### config.mk
export PLATFORM = sky130hd
export DESIGN_NAME = trb_mem_flat
export DESIGN_NICKNAME = d
export VERILOG_FILES = /design/src/hw/trb_pkg.sv /design/src/hw/trb_if.sv /design/src/hw/trb_mem.sv /design/src/flat_wrapper.sv
export VERILOG_INCLUDE_DIRS = /design/src /design/src/hw
export SDC_FILE = /design/constraint.sdc
export NUM_CORES = 2
export LEC_CHECK = 0
export BUFFER_PORTS_ARGS = -buffer_cell sky130_fd_sc_hd__buf_2
export CAP_MARGIN = 15
export CORE_ASPECT_RATIO = 1.2
export CORE_MARGIN = 3
export CORE_UTILIZATION = 50
export DETAILED_ROUTE_END_ITERATION = 8
export PLACE_DENSITY = 0.77
export SLEW_MARGIN = 10
export SYNTH_ARGS = -nofsm -noshare
export SYNTH_HDL_FRONTEND = slang
export SYNTH_SLANG_ARGS = --single-unit
### constraint.sdc
create_clock -name i_ref_clk -period 26.4 [get_ports i_ref_clk]
set_clock_uncertainty 0.05 [all_clocks]
set_input_delay 6.6 -clock i_ref_clk [delete_from_list [all_inputs] [get_ports i_ref_clk]]
set_output_delay 6.6 -clock i_ref_clk [all_outputs]
set_load 0.005 [all_outputs]
### src/hw/trb_defs.svh
`ifndef TRB_DEFS_SVH
`define TRB_DEFS_SVH
// data memory map
`define TRB_SFR_LAST      8'h7F
`define TRB_GPR_FIRST     8'h80
`define TRB_OFS_BANK_PTR  8'h04
`define TRB_OFS_TBL_LO    8'h07
`define TRB_OFS_TBL_HOLD  8'h08
`define TRB_OFS_TBL_HI    8'h09
`define TRB_OFS_NVM_CTRL  8'h40
`define TRB_NVM_BANK      2'h1
// widths and reset values
`define TRB_TBL_AW        13
`define TRB_PROG_DW       16
`define TRB_BANKS         4
`define TRB_GPR_BYTES     128
`define TRB_RST_BYTE      8'h00
// a table read occupies two instruction cycles
`define TRB_TABRD_CYCLES  2
`endif

### src/hw/trb_pkg.sv
package trb_pkg;
  typedef enum logic [1:0] {
    TRB_OP_NONE,
    TRB_OP_READ,
    TRB_OP_WRITE,
    TRB_OP_BIT
  } trb_op_type;
  typedef enum logic {
    TRB_TBL_CUR,
    TRB_TBL_LAST
  } trb_tbl_type;
endpackage : trb_pkg

### src/hw/trb_if.sv
`timescale 1ns/1ns
`default_nettype none
// core-to-memory link: data accesses, table reads, program memory port
interface trb_if;
  import trb_pkg::*;
  trb_op_type  op;
  logic [7:0]  addr;
  logic [7:0]  wdata;
  logic [2:0]  bit_sel;
  logic        bit_val;
  logic [7:0]  rdata;
  logic        tbl_req;
  trb_tbl_type tbl_kind;
  logic [7:0]  tbl_dest;
  logic        busy;
  logic        tbl_done;
  logic [12:0] pm_addr;
  logic [15:0] pm_data;
  modport mem (input op, addr, wdata, bit_sel, bit_val, tbl_req, tbl_kind,
               tbl_dest, pm_data,
               output rdata, busy, tbl_done, pm_addr);
  modport core (output op, addr, wdata, bit_sel, bit_val, tbl_req, tbl_kind,
                tbl_dest, pm_data,
                input rdata, busy, tbl_done, pm_addr);
endinterface : trb_if
`default_nettype wire

### src/hw/trb_mem.sv
`timescale 1ns/1ns
`default_nettype none
`include "trb_defs.svh"
module trb_mem
  import trb_pkg::*;
#(
  parameter int TBL_AW    = `TRB_TBL_AW,
  parameter int PROG_DW   = `TRB_PROG_DW,
  parameter int GPR_BYTES = `TRB_GPR_BYTES
) (
  input  wire logic i_ref_clk,
  input  wire logic i_sys_rst,
  trb_if.mem        bus,
  input  wire logic i_emul_mode,
  input  wire logic i_pin_pa0,
  input  wire logic i_pin_pa2,
  output logic      o_pa0_fn,
  output logic      o_pa2_fn,
  output logic [7:0] o_nvm_ctrl,
  output logic [1:0] o_bank
);
  ////////////////////////////////////////////////////////////////////////
  typedef enum logic {ST_IDLE, ST_XFER} trb_st_type;
  typedef struct packed {
    trb_st_type  st;
    logic [7:0]  tbl_lo;
    logic [7:0]  tbl_hi;
    logic [7:0]  tbl_hold;
    logic [7:0]  bank_ptr;
    logic [7:0]  nvm_ctrl;
    logic [7:0]  rdata;
    logic [7:0]  dest;
    logic        done;
  } trb_state_type;

  trb_state_type s_r;
  trb_state_type s_nxt;
  logic [7:0]    gpr_mem [`TRB_BANKS*GPR_BYTES];
  logic [8:0]    gpr_idx;
  logic [7:0]    gpr_q;
  logic          gpr_we;
  logic [7:0]    gpr_wd;
  logic [7:0]    cur;
  logic [7:0]    wbyte;
  logic          is_gpr;
  logic [7:0]    hi_byte;
  logic [7:0]    lo_byte;
  // ram write port: bank in index bits 8:7, offset in bits 6:0
  logic [8:0]    gpr_waddr;

  ////////////////////////////////////////////////////////////////////////
  // general area: bank in the top index bits
  assign is_gpr  = bus.addr >= `TRB_GPR_FIRST;
  assign gpr_idx = {s_r.bank_ptr[1:0], bus.addr[6:0]};
  assign gpr_q   = gpr_mem[gpr_idx];
  assign bus.pm_addr = {s_r.tbl_hi[TBL_AW-9:0], s_r.tbl_lo};
  assign lo_byte = bus.pm_data[7:0];
  // unfilled high bits padded with zero: a program word narrower than
  // sixteen bits leaves the top holder bits clear
  assign hi_byte = 8'(bus.pm_data[PROG_DW-1:8]);

  // current byte of any location, for bit operations
  function automatic logic [7:0] rd_byte(input trb_state_type s,
                                         input logic [7:0] a,
                                         input logic [7:0] g);
    logic [7:0] v;
    v = `TRB_RST_BYTE;
    if (a >= `TRB_GPR_FIRST) begin
      v = g;
    end else begin
      unique case (a)
        `TRB_OFS_BANK_PTR: v = s.bank_ptr;
        `TRB_OFS_TBL_LO:   v = s.tbl_lo;
        `TRB_OFS_TBL_HOLD: v = s.tbl_hold;
        `TRB_OFS_TBL_HI:   v = s.tbl_hi;
        // control register hides outside bank 1, reads like unused space
        `TRB_OFS_NVM_CTRL: v = (s.bank_ptr[1:0] == `TRB_NVM_BANK) ?
                               s.nvm_ctrl : `TRB_RST_BYTE;
        default:           v = `TRB_RST_BYTE;
      endcase
    end
    return v;
  endfunction : rd_byte

  ////////////////////////////////////////////////////////////////////////
  // next state and memory write request; one access per cycle, and a
  // table request outranks a data op presented beside it
  always_comb begin
    s_nxt  = s_r;
    s_nxt.done = 1'b0;
    gpr_we = 1'b0;
    // write port address: data op offset, or table destination later
    gpr_waddr = gpr_idx;
    gpr_wd = lo_byte;
    cur    = rd_byte(s_r, bus.addr, gpr_q);
    wbyte  = bus.wdata;
    if (bus.op == TRB_OP_BIT) begin
      wbyte = cur;
      wbyte[bus.bit_sel] = bus.bit_val;
    end
    unique case (s_r.st)
      ST_IDLE: begin
        if (bus.tbl_req) begin
          s_nxt.st   = ST_XFER;
          s_nxt.dest = bus.tbl_dest;
        end else if (bus.op == TRB_OP_READ) begin
          s_nxt.rdata = cur;
        end else if (bus.op == TRB_OP_WRITE || bus.op == TRB_OP_BIT) begin
          if (is_gpr) begin
            gpr_we = 1'b1;
            gpr_wd = wbyte;
          end else begin
            // holder read-only: writes to it are dropped
            // bank pointer keeps two bits, the upper ones read back zero
            unique case (bus.addr)
              `TRB_OFS_BANK_PTR: s_nxt.bank_ptr = {6'h00, wbyte[1:0]};
              `TRB_OFS_TBL_HOLD: ;
              `TRB_OFS_TBL_LO:   s_nxt.tbl_lo = wbyte;
              `TRB_OFS_TBL_HI:   s_nxt.tbl_hi = wbyte;
              `TRB_OFS_NVM_CTRL: if (s_r.bank_ptr[1:0] == `TRB_NVM_BANK)
                                   s_nxt.nvm_ctrl = wbyte;
              default: ;
            endcase
          end
        end
      end
      ST_XFER: begin
        // second cycle: both halves land together; the holder has no
        // save path, so a table read in a handler clobbers main code's
        // value unless software keeps interrupts off around its reads
        s_nxt.st       = ST_IDLE;
        s_nxt.tbl_hold = hi_byte;
        s_nxt.done     = 1'b1;
        s_nxt.rdata    = lo_byte;
        if (s_r.dest >= `TRB_GPR_FIRST) begin
          gpr_we = 1'b1;
          gpr_wd = lo_byte;
          gpr_waddr = {s_r.bank_ptr[1:0], s_r.dest[6:0]};
        end else begin
          unique case (s_r.dest)
            `TRB_OFS_BANK_PTR: s_nxt.bank_ptr = {6'h00, lo_byte[1:0]};
            // high byte load of this same cycle wins over the low byte
            `TRB_OFS_TBL_HOLD: ;
            `TRB_OFS_TBL_LO:   s_nxt.tbl_lo = lo_byte;
            `TRB_OFS_TBL_HI:   s_nxt.tbl_hi = lo_byte;
            `TRB_OFS_NVM_CTRL: if (s_r.bank_ptr[1:0] == `TRB_NVM_BANK)
                                 s_nxt.nvm_ctrl = lo_byte;
            default: ;
          endcase
        end
      end
    endcase
  end

  ////////////////////////////////////////////////////////////////////////
  // state register
  // sync reset clears pointers, holder, bank and control register
  always_ff @(posedge i_ref_clk) begin
    if (i_sys_rst) begin
      s_r <= '0;
    end else begin
      s_r <= s_nxt;
    end
  end

  // banked general ram, not reset (volatile)
  always_ff @(posedge i_ref_clk) begin
    if (gpr_we && !i_sys_rst) begin
      gpr_mem[gpr_waddr] <= gpr_wd;
    end
  end

  ////////////////////////////////////////////////////////////////////////
  // link outputs come straight from the state register; the core masks
  // data ops while busy, so nothing collides with the table write port
  assign bus.rdata    = s_r.rdata;
  assign bus.busy     = (s_r.st == ST_XFER);
  assign bus.tbl_done = s_r.done;
  assign o_nvm_ctrl   = s_r.nvm_ctrl;
  assign o_bank       = s_r.bank_ptr[1:0];

  // pa0 and pa2 also serve the programming link as data and clock;
  // its serial protocol sits outside this block
  // debug variant: shared pin functions forced off
  assign o_pa0_fn = i_emul_mode ? 1'b0 : i_pin_pa0;
  assign o_pa2_fn = i_emul_mode ? 1'b0 : i_pin_pa2;
endmodule : trb_mem
`default_nettype wire

### src/flat_wrapper.sv
// flat-port wrapper written by rule: the top's interface ports become plain ports
module trb_mem_flat import trb_pkg::*;
#(
  parameter int TBL_AW    = `TRB_TBL_AW,
  parameter int PROG_DW   = `TRB_PROG_DW,
  parameter int GPR_BYTES = `TRB_GPR_BYTES
)
  (i_ref_clk, i_sys_rst, i_emul_mode, i_pin_pa0, i_pin_pa2, o_pa0_fn, o_pa2_fn, o_nvm_ctrl, o_bank, bus_op, bus_addr, bus_wdata, bus_bit_sel, bus_bit_val, bus_tbl_req, bus_tbl_kind, bus_tbl_dest, bus_pm_data, bus_rdata, bus_busy, bus_tbl_done, bus_pm_addr);
  trb_if bus_i ();
  input  wire logic i_ref_clk;
  input  wire logic i_sys_rst;
  input  wire logic i_emul_mode;
  input  wire logic i_pin_pa0;
  input  wire logic i_pin_pa2;
  output logic o_pa0_fn;
  output logic o_pa2_fn;
  output logic [7:0] o_nvm_ctrl;
  output logic [1:0] o_bank;
  input wire logic [$bits(bus_i.op)-1:0] bus_op;
  input wire logic [$bits(bus_i.addr)-1:0] bus_addr;
  input wire logic [$bits(bus_i.wdata)-1:0] bus_wdata;
  input wire logic [$bits(bus_i.bit_sel)-1:0] bus_bit_sel;
  input wire logic [$bits(bus_i.bit_val)-1:0] bus_bit_val;
  input wire logic [$bits(bus_i.tbl_req)-1:0] bus_tbl_req;
  input wire logic [$bits(bus_i.tbl_kind)-1:0] bus_tbl_kind;
  input wire logic [$bits(bus_i.tbl_dest)-1:0] bus_tbl_dest;
  input wire logic [$bits(bus_i.pm_data)-1:0] bus_pm_data;
  output wire logic [$bits(bus_i.rdata)-1:0] bus_rdata;
  output wire logic [$bits(bus_i.busy)-1:0] bus_busy;
  output wire logic [$bits(bus_i.tbl_done)-1:0] bus_tbl_done;
  output wire logic [$bits(bus_i.pm_addr)-1:0] bus_pm_addr;
  assign bus_i.op = bus_op;
  assign bus_i.addr = bus_addr;
  assign bus_i.wdata = bus_wdata;
  assign bus_i.bit_sel = bus_bit_sel;
  assign bus_i.bit_val = bus_bit_val;
  assign bus_i.tbl_req = bus_tbl_req;
  assign bus_i.tbl_kind = bus_tbl_kind;
  assign bus_i.tbl_dest = bus_tbl_dest;
  assign bus_i.pm_data = bus_pm_data;
  assign bus_rdata = bus_i.rdata;
  assign bus_busy = bus_i.busy;
  assign bus_tbl_done = bus_i.tbl_done;
  assign bus_pm_addr = bus_i.pm_addr;
  trb_mem #(.TBL_AW(TBL_AW), .PROG_DW(PROG_DW), .GPR_BYTES(GPR_BYTES)) u_core (.i_ref_clk(i_ref_clk), .i_sys_rst(i_sys_rst), .bus(bus_i), .i_emul_mode(i_emul_mode), .i_pin_pa0(i_pin_pa0), .i_pin_pa2(i_pin_pa2), .o_pa0_fn(o_pa0_fn), .o_pa2_fn(o_pa2_fn), .o_nvm_ctrl(o_nvm_ctrl), .o_bank(o_bank));
endmodule
==> flow_metrics.py <==
metrics = {
    "run_status": {
        "status": "completed",
    },
    "die": {
        "fp.dieH_um": 630.3,
        "io_pins": 88,
        "core_um2": 322400,
        "die_x_um": 526.2,
        "die_area_um2": 331700,
        "start_util_pct": 50.37,
        "num_rows": 228,
    },
    "power_and_ir_drop": {
        "power.switching_mw": 2.887,
        "irDropWorstVdd_mv": 0.05291,
        "p_leak_nw": 55.37,
        "p_per_area_nw_per_um2": 74.92,
        "total_power_mw": 13.43,
        "p_seq_share_pct": 54.3,
        "power_frac_clock_pct": 40.4,
        "switching_share_pct": 21.50,
        "power_frac_comb_pct": 5.3,
        "p_int_mw": 10.54,
    },
    "timing": {
        "tns_ps": 0,
        "relSlewSlack_pct": 3.837,
        "slew_violations": 0,
        "tightest_slew_ps": 1442,
        "final.setup.worst_slack_ps": 10260,
        "rsz0062_at_grt": "false",
        "fin_crit_sh_pct": 61.14,
        "fmax_mhz": 61.96,
        "worst_hold_slack_ps": 422.5,
        "hold_viol_final": 0,
        "setup-violations-final": 0,
        "fin_crit_ps": 16140,
    },
    "worst_setup_path": {
        "startpoint_type": "primary input",
        "crit_arrival_ps": 16610,
        "cp_data_required_time_ps": 26870,
        "r2r_cells": 12,
        "criticalPathCategory": "in -> reg",
        "critPathCaptureType": "flip-flop",
        "crit_fanout": 193,
    },
    "routing": {
        "drt_first_pass_iters": 9,
        "avgRoutedWirePerCell_um": 33.91,
        "drt_first_iter_violations": 12600,
        "vias": 83590,
        "remaining_drc_errors": 0,
        "vias_per_cell": 6.670,
        "drt-total-wl_um": 424900,
        "ant_nets": 0,
    },
    "global_routing": {
        "grt_pass1_wl_um": 609200,
        "grt_max_degree": 243,
        "grt-busiest-layer": "met2",
        "globalRouteMet1Util_pct": 32.11,
        "grt.overflow.total": 0,
        "grt_antenna_before_repair": 27,
        "track_usage_pct": 25.29,
        "grt_use_met2_pct": 39.75,
        "grt_use_met3_pct": 6.090,
        "grt_pass1_vias": 83690,
    },
    "logic_synthesis": {
        "synth_edf_count": 4096,
        "yosysSeqAreaShare_pct": 76.39,
        "synthCells": 7834,
        "synth_area_per_cell_um2": 20.73,
        "synth_cell_type_count": 75,
        "synth-main-ff-cell": "edfxtp_1",
        "netlist_area_um2": 162400,
        "synth-seq-cells": 4148,
        "synthArstFlopShare_pct": 0,
        "ys_warn_count": 0,
        "syn_nets": 7887,
    },
    "placement": {
        "dp_hpwl_um": 249000,
        "dpl_worst_slack_ps": 9519,
        "io_buffers": 86,
        "gp_congestion": 0.9119,
    },
    "clocking": {
        "cts_resized": 0,
        "tritoncts": "yes",
        "cts-root-buf": "clkbuf_16",
        "cts_buffer_depth": 4,
        "cts_setup_buffers": 0,
        "ctsHoldBuffers": 0,
        "cts.sinks": 4148,
        "clk_latency_ps": 940,
        "clk_pin_slew_ps": 60,
        "h-tree-depth": 5,
        "numCtsBuffers": 375,
    },
    "finish": {
        "drive_above_1_share_pct": 22.90,
        "final_cell_mix": "edfxtp_1 (4,096), mux4_2 (940), nor2_1 (576), clkbuf_16 (384), mux2i_1 (317)",
        "n_fill_cell": 22720,
        "area_growth_pct": 10.39,
        "fin_nets": 8012,
        "utilization_pct": 55.61,
        "layout_commonest_cell": "edfxtp_1",
    },
    "hold_path": {
        "min_path_type": "reg -> reg",
        "min_path_cells": 2,
    },
    "job": {
        "maxCapViolations": 0,
    },
}
Yosys cell counts (all sizes together), types with 7 or more instances:
cell type	count	share of area [%]
nand3b	25	0.12
o21ai	55	0.17
nor4	11	0.042
a22oi	181	0.84
mux2i	317	2.0
a31oi	24	0.11
buf	298	1.3
dfxtp	52	0.64
a2111oi	11	0.060
a211oi	26	0.12
nor3	28	0.086
nand3	52	0.16
and2	20	0.077
a211o	22	0.12
edfxtp	4096	76
nor2	583	1.3
a21oi	101	0.32
mux4	940	13
a221oi	47	0.25
o31ai	13	0.060
o2111ai	9	0.049
o22ai	22	0.085
a21o	17	0.079
nand2b	18	0.069
o32a	7	0.043
a22o	44	0.24
inv	8	0.018
nor3b	10	0.046
and4	7	0.038
o211ai	13	0.060
o221ai	48	0.26
clkbuf	214	0.49
nand2	280	0.65
nand4	32	0.12
nor2b	26	0.10
mux2	100	0.69
a32oi	17	0.092
metrics by stage:
stage | std cells | instance area (um2)
2_1_floorplan | 7834 | 162400
6_report | 12530 | 179300
4_1_cts | 12510 | 179100
3_3_place_gp | 11830 | 167100
3_5_place_dp | 11830 | 167100
5_1_grt | 12510 | 179200
power by group through the flow:
stage	logic [mW]	clock network [mW]	registers, mW
2_1_floorplan	0.423	0	7.54
3_3_place_gp	0.672	0	7.44
3_5_place_dp	0.696	0	7.44
4_1_cts	0.701	5.45	7.30
5_1_grt	0.736	5.70	7.29
6_report	0.711	5.42	7.30
logic make-up after synthesis:
family | Yosys count | synth area share, %
flip-flops | 4148 | 76.39
buffers and inverters | 522 | 1.819
multiplexers | 1357 | 15.69
AND/OR/NAND/NOR | 1117 | 2.974
AO/OA/AOI/OAI | 690 | 3.134
routing by layer:
| layer | part of all wire (%) | vias to the layer above |
|---|---|---|
| met5 | 0.019 | - |
| met4 | 7.0 | 10 |
| li1 | - | 32780 |
| met2 | 48 | 6116 |
| met3 | 12 | 1304 |
| met1 | 33 | 43390 |
cell type report:
class / instances / area (um2) / area share (%)
timing repair buffer: 260 / 1964 / 1.096
clock buffer: 443 / 9841 / 5.490
multi-input combinational: 3164 / 35770 / 19.95
inverter: 10 / 45.04 / 0.02513
sequential: 4148 / 124000 / 69.20
tap: 4255 / 5324 / 2.970
clock inverter: 233 / 2222 / 1.240
antenna: 19 / 47.55 / 0.02652
sequential cells by signal, indices dropped and copies added, names as in the netlist:
register,cells
u_core.gpr_mem,4096
u_core.s_r,19
u_core.bus.rdata,8
u_core.bus.busy,1
u_core.bus.tbl_done,1
u_core.bus.pm_addr,13
u_core.o_nvm_ctrl,8
u_core.o_bank,2
worst max-delay path: stages:
cell,delay [ps]
buf_12,620
buf_4,720
buf_12,620
buf_4,700
buf_4,760
mux4_2,410
a22oi_1,100
nand2_1,120
a21oi_1,170
a32oi_1,1020
nor4_1,180
buf_4,240
o311ai_0,410
o21a_4,920
buf_4,770
buf_4,780
buf_12,580
path summary, 6_finish.rpt:
check | startpoint | end | slack, ps
setup / recovery | bus_addr[0] | u_core.gpr_mem[32][0]$_DFFE_PP_ | 10260
hold / removal | u_core.s_r[46]$_SDFFE_PP0P_ | u_core.s_r[46]$_SDFFE_PP0P_ | 420
setup reg to reg | u_core.o_bank[1]$_SDFFE_PP0P_ | u_core.gpr_mem[32][0]$_DFFE_PP_ | 17840
hold reg to reg | u_core.s_r[46]$_SDFFE_PP0P_ | u_core.s_r[46]$_SDFFE_PP0P_ | 420
Power figures use the tool's default switching activity.
